**src/hdl/bridge_memory_window_regs.svh**
```systemverilog
`ifndef BRIDGE_MEMORY_WINDOW_REGS_SVH
`define BRIDGE_MEMORY_WINDOW_REGS_SVH

// byte offsets inside the configuration header
`define OFS_MEMORY_WINDOW 12'h020
`define OFS_PREFETCH_WINDOW 12'h024
`define OFS_PREFETCH_BOTTOM_HIGH 12'h028
`define OFS_PREFETCH_TOP_HIGH 12'h02C
`define OFS_WINDOW_STATUS 12'h080

// number of words held in the register file, indexed by offset bits 3:2
`define REG_COUNT 4
`define REG_BLOCK_TAG 8'h02

// field positions shared by the two packed base/limit words
`define FLD_BOTTOM_LSB 4
`define FLD_BOTTOM_MSB 15
`define FLD_TOP_LSB 20
`define FLD_TOP_MSB 31

// writable bits, read-only constants and reset value of each word
`define MASK_MEMORY_WINDOW 32'hFFF0FFF0
`define MASK_PREFETCH_WINDOW 32'hFFF0FFF0
`define MASK_HIGH_WORD 32'hFFFFFFFF
`define RO_MEMORY_WINDOW 32'h00000000
`define RO_PREFETCH_WINDOW 32'h00010001
`define RO_HIGH_WORD 32'h00000000
`define RESET_WORD 32'h00000000

// implied low address bits of window bottom and top
`define BOTTOM_LOW_FILL 20'h00000
`define TOP_LOW_FILL 20'hFFFFF
`define HIGH_ZERO 32'h00000000

// hsize encodings accepted for lane selection
`define HSIZE_BYTE 3'h0
`define HSIZE_HALF 3'h1

`endif

```
**src/hdl/bridge_memory_window_pkg.sv**
```systemverilog
package bridge_memory_window_pkg;

    typedef enum logic [1:0] {
        TRANS_IDLE,
        TRANS_BUSY,
        TRANS_NONSEQ,
        TRANS_SEQ
    } htrans_t;

    typedef enum {
        PHASE_IDLE,
        PHASE_WRITE,
        PHASE_READ_WAIT,
        PHASE_READ_DONE
    } bus_phase_t;

    typedef struct packed {
        logic [11:0] offset;
        logic write;
        logic [3:0] strobe;
    } bus_access_t;

    typedef struct packed {
        logic [63:0] bottom;
        logic [63:0] top;
    } window_t;

    typedef struct packed {
        logic valid;
        logic [63:0] addr;
    } txn_t;

    typedef struct packed {
        logic valid;
        logic memory_hit;
        logic prefetch_hit;
    } verdict_t;

endpackage

```
**src/hdl/lane_merge.sv**
```systemverilog
module lane_merge
    import bridge_memory_window_pkg::*;
(
    input wire logic [31:0] old_i,
    input wire logic [31:0] wdata_i,
    input wire logic [3:0] strobe_i,
    input wire logic [31:0] writable_i,
    output logic [31:0] merged_o
);

    logic [31:0] lane_mask;

    // read-only and reserved bits keep their stored value whatever is written
    always_comb begin
        lane_mask = {{8{strobe_i[3]}}, {8{strobe_i[2]}}, {8{strobe_i[1]}}, {8{strobe_i[0]}}};
        merged_o = (old_i & ~(lane_mask & writable_i)) | (wdata_i & lane_mask & writable_i);
    end

endmodule

```
**src/hdl/window_check.sv**
```systemverilog
module window_check
    import bridge_memory_window_pkg::*;
(
    input wire window_t window_i,
    input wire logic [63:0] addr_i,
    output logic enabled_o,
    output logic hit_o
);

    // inclusive on both ends; a bottom above the top leaves no address inside
    always_comb begin
        enabled_o = (window_i.bottom <= window_i.top);
        hit_o = (addr_i >= window_i.bottom) && (addr_i <= window_i.top);
    end

endmodule

```
**src/hdl/bridge_memory_window_regs.sv**
```systemverilog
// Implementation choice: the AHB-Lite slave port.
`include "bridge_memory_window_regs.svh"

// Function
// - memory window top field holds bits 31:20, low bits ones, resets zero.
// - prefetch bottom and top low nibbles read 1h; writes ignored.
// - prefetch bottom field at bits 15:4 holds address 31:20, low zero.
// - prefetch top field at bits 31:20 holds address 31:20, low ones.
// - prefetch bottom upper half comes from its own upper register.
// - prefetch top upper half comes from its own upper register.
// - prefetch bottom upper register fully writable, resets to zero.
// - prefetch bottom and top decide forwarding of memory transactions.
// - memory window bottom field holds bits 31:20, low bits zero.
// - prefetch top upper register fully writable, resets to zero.
module bridge_memory_window_regs
    import bridge_memory_window_pkg::*;
(
    input wire logic clock_i,
    input wire logic rst_i,
    input wire logic ce_i,
    input wire logic hsel_i,
    input wire logic [31:0] haddr_i,
    input wire logic [1:0] htrans_i,
    input wire logic hwrite_i,
    input wire logic [2:0] hsize_i,
    input wire logic [31:0] hwdata_i,
    input wire logic hready_i,
    output logic [31:0] hrdata_o,
    output logic hreadyout_o,
    output logic hresp_o,
    input wire txn_t txn_i,
    output verdict_t verdict_o
);

    localparam logic [31:0] WRITABLE [`REG_COUNT] = '{
        `MASK_MEMORY_WINDOW,
        `MASK_PREFETCH_WINDOW,
        `MASK_HIGH_WORD,
        `MASK_HIGH_WORD
    };

    localparam logic [31:0] READ_ONLY [`REG_COUNT] = '{
        `RO_MEMORY_WINDOW,
        `RO_PREFETCH_WINDOW,
        `RO_HIGH_WORD,
        `RO_HIGH_WORD
    };

    // byte lanes touched by a transfer; wider sizes fall back to the whole word
    function automatic logic [3:0] lane_strobe(input logic [2:0] size, input logic [1:0] low);
        logic [3:0] strobe;
        strobe = 4'hF;
        if (size == `HSIZE_BYTE) begin
            strobe = 4'h1 << low;
        end else if (size == `HSIZE_HALF) begin
            strobe = low[1] ? 4'hC : 4'h3;
        end
        return strobe;
    endfunction

    function automatic logic block_mapped(input logic [11:0] offset);
        return offset[11:4] == `REG_BLOCK_TAG;
    endfunction

    // bus phase state
    bus_phase_t phase_reg;
    bus_phase_t phase_next;
    bus_access_t access_reg;
    bus_access_t access_next;
    logic [31:0] hrdata_reg;
    logic [31:0] hrdata_next;
    logic hreadyout_reg;
    logic hreadyout_next;
    logic hresp_reg;
    logic hresp_next;

    // register file state
    logic [31:0] word_reg [`REG_COUNT];
    logic [31:0] word_next [`REG_COUNT];
    logic [31:0] merged [`REG_COUNT];
    logic [`REG_COUNT-1:0] write_hit;

    // decode state
    verdict_t verdict_reg;
    verdict_t verdict_next;

    window_t memory_window;
    window_t prefetch_window;
    logic memory_enabled;
    logic prefetch_enabled;
    logic memory_hit;
    logic prefetch_hit;

    // named views of the stored fields
    logic [11:0] memory_window_bottom;
    logic [11:0] memory_window_top;
    logic [11:0] prefetch_window_bottom;
    logic [11:0] prefetch_window_top;
    logic [31:0] prefetch_window_bottom_high;
    logic [31:0] prefetch_window_top_high;

    logic accept;
    logic [1:0] word_index;
    logic [31:0] read_value;
    logic [31:0] status_word;

    assign accept = hsel_i && hready_i && htrans_i[1];
    assign word_index = access_reg.offset[3:2];

    // bus phase sequencing
    // reads take one wait state so a read right behind a write sees the new value
    always_comb begin
        phase_next = phase_reg;
        access_next = access_reg;
        hresp_next = 1'b0;
        unique case (phase_reg)
            PHASE_IDLE, PHASE_WRITE, PHASE_READ_DONE: begin
                if (accept) begin
                    access_next.offset = haddr_i[11:0];
                    access_next.write = hwrite_i;
                    access_next.strobe = lane_strobe(hsize_i, haddr_i[1:0]);
                    phase_next = hwrite_i ? PHASE_WRITE : PHASE_READ_WAIT;
                end else begin
                    phase_next = PHASE_IDLE;
                end
            end
            PHASE_READ_WAIT: begin
                phase_next = PHASE_READ_DONE;
            end
        endcase
        hreadyout_next = (phase_next != PHASE_READ_WAIT);
    end

    always_ff @(posedge clock_i or posedge rst_i) begin
        if (rst_i) begin
            phase_reg <= PHASE_IDLE;
            access_reg <= '0;
            hreadyout_reg <= 1'b1;
            hresp_reg <= 1'b0;
        end else if (ce_i) begin
            phase_reg <= phase_next;
            access_reg <= access_next;
            hreadyout_reg <= hreadyout_next;
            hresp_reg <= hresp_next;
        end
    end

    // read data is built during the wait state and held until the next read
    always_comb begin
        read_value = 32'h00000000;
        if (block_mapped(access_reg.offset)) begin
            read_value = (word_reg[word_index] & WRITABLE[word_index])
                | READ_ONLY[word_index];
        end else if (access_reg.offset == `OFS_WINDOW_STATUS) begin
            read_value = status_word;
        end
        hrdata_next = hrdata_reg;
        if (phase_reg == PHASE_READ_WAIT) begin
            hrdata_next = read_value;
        end
    end

    always_ff @(posedge clock_i or posedge rst_i) begin
        if (rst_i) begin
            hrdata_reg <= 32'h00000000;
        end else if (ce_i) begin
            hrdata_reg <= hrdata_next;
        end
    end

    assign status_word = {30'h00000000, prefetch_enabled, memory_enabled};

    // per-word write merge; only writable bits take bus data
    generate
        for (genvar i = 0; i < `REG_COUNT; i++) begin : g_word
            assign write_hit[i] = (phase_reg == PHASE_WRITE)
                && access_reg.write
                && block_mapped(access_reg.offset)
                && (word_index == 2'(i));

            lane_merge u_merge (
                .old_i(word_reg[i]),
                .wdata_i(hwdata_i),
                .strobe_i(access_reg.strobe),
                .writable_i(WRITABLE[i]),
                .merged_o(merged[i])
            );

            always_comb begin
                word_next[i] = write_hit[i] ? merged[i] : word_reg[i];
            end

            always_ff @(posedge clock_i or posedge rst_i) begin
                if (rst_i) begin
                    word_reg[i] <= `RESET_WORD;
                end else if (ce_i) begin
                    word_reg[i] <= word_next[i];
                end
            end
        end
    endgenerate

    // the decode reads these names, so a change of word layout stays in one place
    assign memory_window_bottom = word_reg[0][`FLD_BOTTOM_MSB:`FLD_BOTTOM_LSB];
    assign memory_window_top = word_reg[0][`FLD_TOP_MSB:`FLD_TOP_LSB];
    assign prefetch_window_bottom = word_reg[1][`FLD_BOTTOM_MSB:`FLD_BOTTOM_LSB];
    assign prefetch_window_top = word_reg[1][`FLD_TOP_MSB:`FLD_TOP_LSB];
    assign prefetch_window_bottom_high = word_reg[2];
    assign prefetch_window_top_high = word_reg[3];

    // expand the stored fields into full 64-bit window bounds
    // the ordinary memory window sits below 4G, so its upper half is zero
    always_comb begin
        memory_window.bottom = {`HIGH_ZERO, memory_window_bottom, `BOTTOM_LOW_FILL};
        memory_window.top = {`HIGH_ZERO, memory_window_top, `TOP_LOW_FILL};
        prefetch_window.bottom = {prefetch_window_bottom_high, prefetch_window_bottom,
            `BOTTOM_LOW_FILL};
        prefetch_window.top = {prefetch_window_top_high, prefetch_window_top,
            `TOP_LOW_FILL};
    end

    window_check u_memory_check (
        .window_i(memory_window),
        .addr_i(txn_i.addr),
        .enabled_o(memory_enabled),
        .hit_o(memory_hit)
    );

    window_check u_prefetch_check (
        .window_i(prefetch_window),
        .addr_i(txn_i.addr),
        .enabled_o(prefetch_enabled),
        .hit_o(prefetch_hit)
    );

    // one-cycle decode verdict for each transaction presented
    always_comb begin
        verdict_next.valid = txn_i.valid;
        verdict_next.memory_hit = txn_i.valid && memory_hit;
        verdict_next.prefetch_hit = txn_i.valid && prefetch_hit;
    end

    always_ff @(posedge clock_i or posedge rst_i) begin
        if (rst_i) begin
            verdict_reg <= '0;
        end else if (ce_i) begin
            verdict_reg <= verdict_next;
        end
    end

    assign hrdata_o = hrdata_reg;
    assign hreadyout_o = hreadyout_reg;
    assign hresp_o = hresp_reg;
    assign verdict_o = verdict_reg;

endmodule

```
**config.mk**
```make
export PLATFORM = sky130hd
export DESIGN_NAME = bridge_memory_window_regs
export DESIGN_NICKNAME = d
export VERILOG_FILES = /design/src/hdl/bridge_memory_window_pkg.sv /design/src/hdl/lane_merge.sv /design/src/hdl/window_check.sv /design/src/hdl/bridge_memory_window_regs.sv
export VERILOG_INCLUDE_DIRS = /design/src /design/src/hdl
export SDC_FILE = /design/constraint.sdc
export NUM_CORES = 1
export LEC_CHECK = 0
export ABC_AREA = 0
export BUFFER_PORTS_ARGS = -buffer_cell sky130_fd_sc_hd__buf_4
export CORE_MARGIN = 5
export CORE_UTILIZATION = 53
export DETAILED_ROUTE_END_ITERATION = 10
export PLACE_DENSITY = 0.75
export SYNTH_ARGS = -nofsm -noshare
export SYNTH_HDL_FRONTEND = slang
export SYNTH_SLANG_ARGS = --single-unit
```
**constraint.sdc**
```tcl
create_clock -name clock_i -period 5.8 [get_ports clock_i]
set_clock_uncertainty 0.05 [all_clocks]
set_input_delay 0 -clock clock_i [delete_from_list [all_inputs] [get_ports clock_i]]
set_output_delay 0 -clock clock_i [all_outputs]
set_load 0.01 [all_outputs]
```
Yosys cells after proc, flatten, opt, wreduce, memory -nomap -nowiden
Index checks and enable logic that the tools add are counted.
{ "op_classes": {"n_mul": 0, "div_mod_pow": 0, "magnitude_cmp": 7, "mux": 17, "n_shift": 1, "eq_ne": 12, "add_sub_neg": 0, "reduce_logical": 22, "n_bitwise": 14} }
{ "op_table": {"columns": ["op", "n"], "rows": [
  ["$mux 32", 7],
  ["$and 32x32->32", 6],
  ["$bmux 32 s2", 3],
  ["$or 32x32->32", 5],
  ["$le 64x64->1", 2],
  ["$eq 32x2->1 const B", 3],
  ["$ge 64x32->1", 1],
  ["$ge 64x64->1", 1],
  ["$le 64x32->1", 1],
  ["$not 32->32", 2],
  ["$pmux 32 s2", 1],
  ["$eq 32x1->1 const B", 1],
  ["$eq 32x3->1 const B", 1],
  ["$le 32x32->1", 1],
  ["$logic_not 32->1", 1],
  ["$ne 32x3->1 const B", 1],
  ["$eq 12x8->1 const B", 1],
  ["$logic_and 1x1->1", 12],
  ["$mux 4", 3],
  ["$reduce_and 2->1", 5],
  ["$eq 8x2->1 const B", 1],
  ["$mux 2", 3],
  ["$eq 2x2->1 const B", 2],
  ["$shl 1x2->4 const A", 1],
  ["other kinds (8)", 8]
]} }
{ "totals": {"inputBits": 140, "latch_bits": 0, "out_inout_bits": 37, "reg_bits": 213, "wordCells": 86, "mem_bits_rw": 0, "mem_bits_ro": 0, "n_memories": 0} }

Depth between registers and ports, before layout
{ "depth": {"ltp_word": 7, "ltp_mapped": 9, "ltp_nobuf": 9} }

By module
Synthesis repeated with hierarchy kept, for this count alone.
{ "unflattened": {"cells_unflattened": 1984, "area_unflattened_um2": 19337.3} }
{ "modules_own_cells": {"columns": ["mod", "area_each_um2", "cells_each", "instances", "seq_area_each_um2"], "rows": [
  ["window_check", 4589.4, 613, 2, 0.0],
  ["bridge_memory_window_regs", 7576.0, 486, 1, 4580.6],
  ["lane_merge", 645.6, 68, 4, 0.0]
]} }

Least setup slack after synthesis
Ideal clock, no wire load.
{ "synth_timing": {"kind": "reg2reg", "from": "reg access_reg[9] (netlist name)", "to": "reg (tool-made name)", "arrival_ps": 1919, "path_buffers": 1, "required_ps": 5622, "setup_slack_ps": 3704, "setup_ps": 128, "stages_incl_launch_ff": 8, "period_less_slack_ps": 2096, "cell_sequence": "dfrtp_1 nor4_2 and4b_1 buf_4 nand2_2 nor3b_4 nand2_2 mux2_1"} }
{ "synth_rtl": {"columns": ["element", "line", "text"], "rows": [
  ["from (decl)", "bridge_memory_window_regs.sv:68", "bus_access_t access_reg;"],
  ["from (signal assigned)", "bridge_memory_window_regs.sv:142", "access_reg <= access_next;"]
]} }

==> results_dict.tcl <==
set metrics [dict create \
    status "finished clean" \
    slew_headroom_pct 33.5 \
    worstHoldPathType "in2reg" \
    drt_first_pass_iters 5 \
    num-nets-final 1585 \
    cts_inserted_buffers 17 \
    synthAdderAreaFrac_pct 18.6 \
    syn_area_um2 11200 \
    fin_crit_ns 3.33 \
    yosysSeqAreaShare_pct 37.4 \
    core_area_um2 20900 \
    postCtsResizedCells 0 \
    ys_ff_latch 167 \
    ir_worst_vdd_uv 193 \
    start_kind "flip-flop" \
    grt_antenna_before_repair 0 \
    avgSynthCellArea_um2 10.5 \
    grt_use_met1_pct 35.2 \
    met2_usage_pct 44.8 \
    p_comb_share_pct 16.5 \
    hold_buffers 59 \
    synth_compound_area_share_pct 10.0 \
    clk_pin_slew_worst_paths_ns 0.06 \
    synth_top_family_by_area "adder cells" \
    track_usage_pct 27.2 \
    worstPathMaxFanout 17 \
    required_ns 6.06 \
    cts_setup_buffers 0 \
    p_sw_uw 768 \
    die_x_um 155 \
    gr-total-overflow 0 \
    post_drt_via_cell_ratio 5.87 \
    min_path_cells 6 \
    synth_edf_count 0 \
    clkPwrFrac_pct 40.3 \
    dr.first_iter.drc_count 659 \
    synthMuxAreaShare_pct 18.0 \
    syn_inst 1064 \
    cts_sinks 167 \
    drt-wirelength-per-cell_um 20.4 \
    max_freq_ghz 0.300 \
    tightest_slew_ns 0.998 \
    cts_tree "yes" \
    ant_nets 0 \
    io_buffers 154 \
    finalHoldViolations 0 \
    drive_gt1_share_pct 26.9 \
    antennaDiodeCount 0 \
    num_vias 9198 \
    p_sw_share_pct 26.1 \
    crit_type "reg2reg" \
    hpwl_mm 24.6 \
    ys_async_sr_fraction_pct 100 \
    synth-xor-area-share_pct 0 \
    leakage_uw 0.00644 \
    clockRootBuffer "clkbuf_16" \
    finalWeightedCongestion 0.953 \
    area_delta_synth_final_pct 23.7 \
    clk_latency_ns 0.44 \
    cp.arrival_ns 3.59 \
    busiest_layer "met2" \
    htree_levels 4 \
    ys_types 60 \
    dieArea_um2 24100 \
    io_pins 177 \
    num_rows 53 \
    finalWirelength_mm 32.0 \
    seqPwrFrac_pct 43.2 \
    synth-main-ff-cell "dfrtp_1" \
    cp-end-kind "flip-flop" \
    synth-simple-area-share_pct 11.0 \
    groute.layer.met3.usage_pct 5.81 \
    drc 0 \
    timing.final.crit_share_pct 57.4 \
    max_cap_violations 0 \
    p_int_uw 2170 \
    tns_ns 0 \
    grt_setup_unrepaired "false" \
    powerDensity_nw_per_um2 213 \
    grt_max_degree 89 \
    setup-violations-final 0 \
    worstRegToRegCells 7 \
    grt_pass1_vias 9525 \
    die_y_um 155 \
    drv_slew 0 \
    synth.net_count 1370 \
    grt_pass1_wl_mm 50.8 \
    clk_path_buf_depth 2 \
    yosysWarnings 0 \
    initial_core_util_pct 53.4 \
    power_uw 2940 \
]
## cells in the final DEF, fill, tap and decap left out, types with 4 or more instances in the layout
| cell | netlist | layout |
|---|---|---|
| bufinv_16 | 0 | 4 |
| mux2_2 | 119 | 119 |
| a211oi_1 | 7 | 7 |
| a21o_1 | 22 | 22 |
| clkbuf_1 | 13 | 7 |
| nand3_1 | 12 | 12 |
| dfrtp_1 | 166 | 165 |
| nand2_1 | 94 | 93 |
| mux2i_1 | 6 | 6 |
| nor3_1 | 12 | 12 |
| clkbuf_16 | 0 | 17 |
| o21ai_0 | 62 | 62 |
| nor2_1 | 35 | 35 |
| dlygate4sd3_1 | 0 | 59 |
| mux4_2 | 24 | 24 |
| nor2b_1 | 9 | 9 |
| nand2_2 | 7 | 8 |
| ha_1 | 166 | 166 |
| nand4_1 | 34 | 34 |
| o211ai_1 | 6 | 6 |
| a21oi_1 | 63 | 63 |
| mux2_1 | 6 | 6 |
| inv_1 | 119 | 118 |
| nor4_1 | 22 | 22 |
| buf_4 | 2 | 160 |
## power by group through the flow
| stage | logic, µW | clock network, µW | registers (µW) |
|---|---|---|---|
| final | 485 | 1180 | 1270 |
| after global routing | 537 | 1240 | 1270 |
| after CTS | 482 | 1200 | 1270 |
| after detailed placement | 446 | 0 | 1290 |
| after global placement | 434 | 0 | 1290 |
| after floorplan | 293 | 0 | 1250 |
## worst paths after layout
check,start,end,slack (ns)
max,access_reg[9],flip-flop,2.47
min,txn_i[50],verdict_o[1],0.06
max reg2reg,access_reg[9],flip-flop,2.47
min reg2reg,hrdata_o[24],hrdata_o[24],0.43
max in group asynchronous,rst_i,async pin,3.97
min in group asynchronous,rst_i,async pin,0.21
## kinds of logic (layout without fill, tap and decap cells)
group,count (synthesis),in the layout
and+or+nand+nor,245,245
adders and majority gates,166,166
other,1,1
buffers and inverters,142,370
muxes,155,155
DFF,167,167
AOI/OAI and AO/OA,188,188
## per-layer routing
layer | vias to the layer above | part of all wire, %
li1 | 4316 | -
met1 | 4444 | 41
met2 | 353 | 48
met3 | 85 | 7.4
met4 | 0 | 4.0
met5 | - | 0
## metrics by stage
step | instances | setup slack (ns) | util [%] | instance area, µm² | hold WS [ns]
floorplan | 1064 | 1.23 | - | 11200 | 0.0589
global placement | 1476 | 2.55 | 60.4 | 12600 | 0.154
detailed placement | 1476 | 2.47 | 60.4 | 12600 | 0.156
CTS | 1567 | 2.48 | 66.1 | 13800 | 0.0463
global route | 1567 | 2.24 | 66.1 | 13800 | 0.102
finish | 1567 | 2.47 | 66.1 | 13800 | 0.0604
## worst max-delay path, cell delays in order (launching register included)
cell     delay, ns
dfrtp_1       0.38
nor4_2        0.37
and4b_1       0.80
buf_4         0.36
nand2_2       0.14
nor2_1        0.29
nand2_1       0.40
mux2_2        0.41
## cell usage after synthesis, types with 2 or more instances
cell	number	area share [%]
a211o_1	2	0.16
nand3_1	12	0.54
nor4_1	22	1.2
o22ai_1	2	0.11
o211ai_1	6	0.40
inv_1	119	4.0
nor2b_1	9	0.50
a21oi_1	63	2.8
ha_1	166	19
or4_1	3	0.20
o21a_1	3	0.20
a2111oi_0	2	0.16
nand2_2	7	0.39
mux2_1	6	0.61
mux4_2	24	4.8
buf_4	2	0.13
and4_1	2	0.16
a41oi_1	2	0.16
nand4_1	34	1.9
a211oi_1	7	0.47
buf_1	4	0.13
o21ai_0	62	2.8
clkbuf_1	13	0.44
mux2i_1	6	0.54
mux2_2	119	12
a21o_1	22	1.5
and3_1	2	0.11
or2_2	3	0.17
nand2_1	94	3.2
a21boi_0	2	0.13
nor3_1	12	0.54
buf_2	4	0.18
dfrtp_1	166	37
nor2_1	35	1.2
a31oi_1	2	0.11
## final cells by class
cell class              instances  area, µm²
clock buffers                  24        452
repair buffers                219       1790
flip-flops and latches        167       4180
fillers                      1617       7080
well taps                     275        344
multi-input cells             755       6440
clock inverters                 8        149
inverters                     119        452
(Power assumes the default switching activity.)
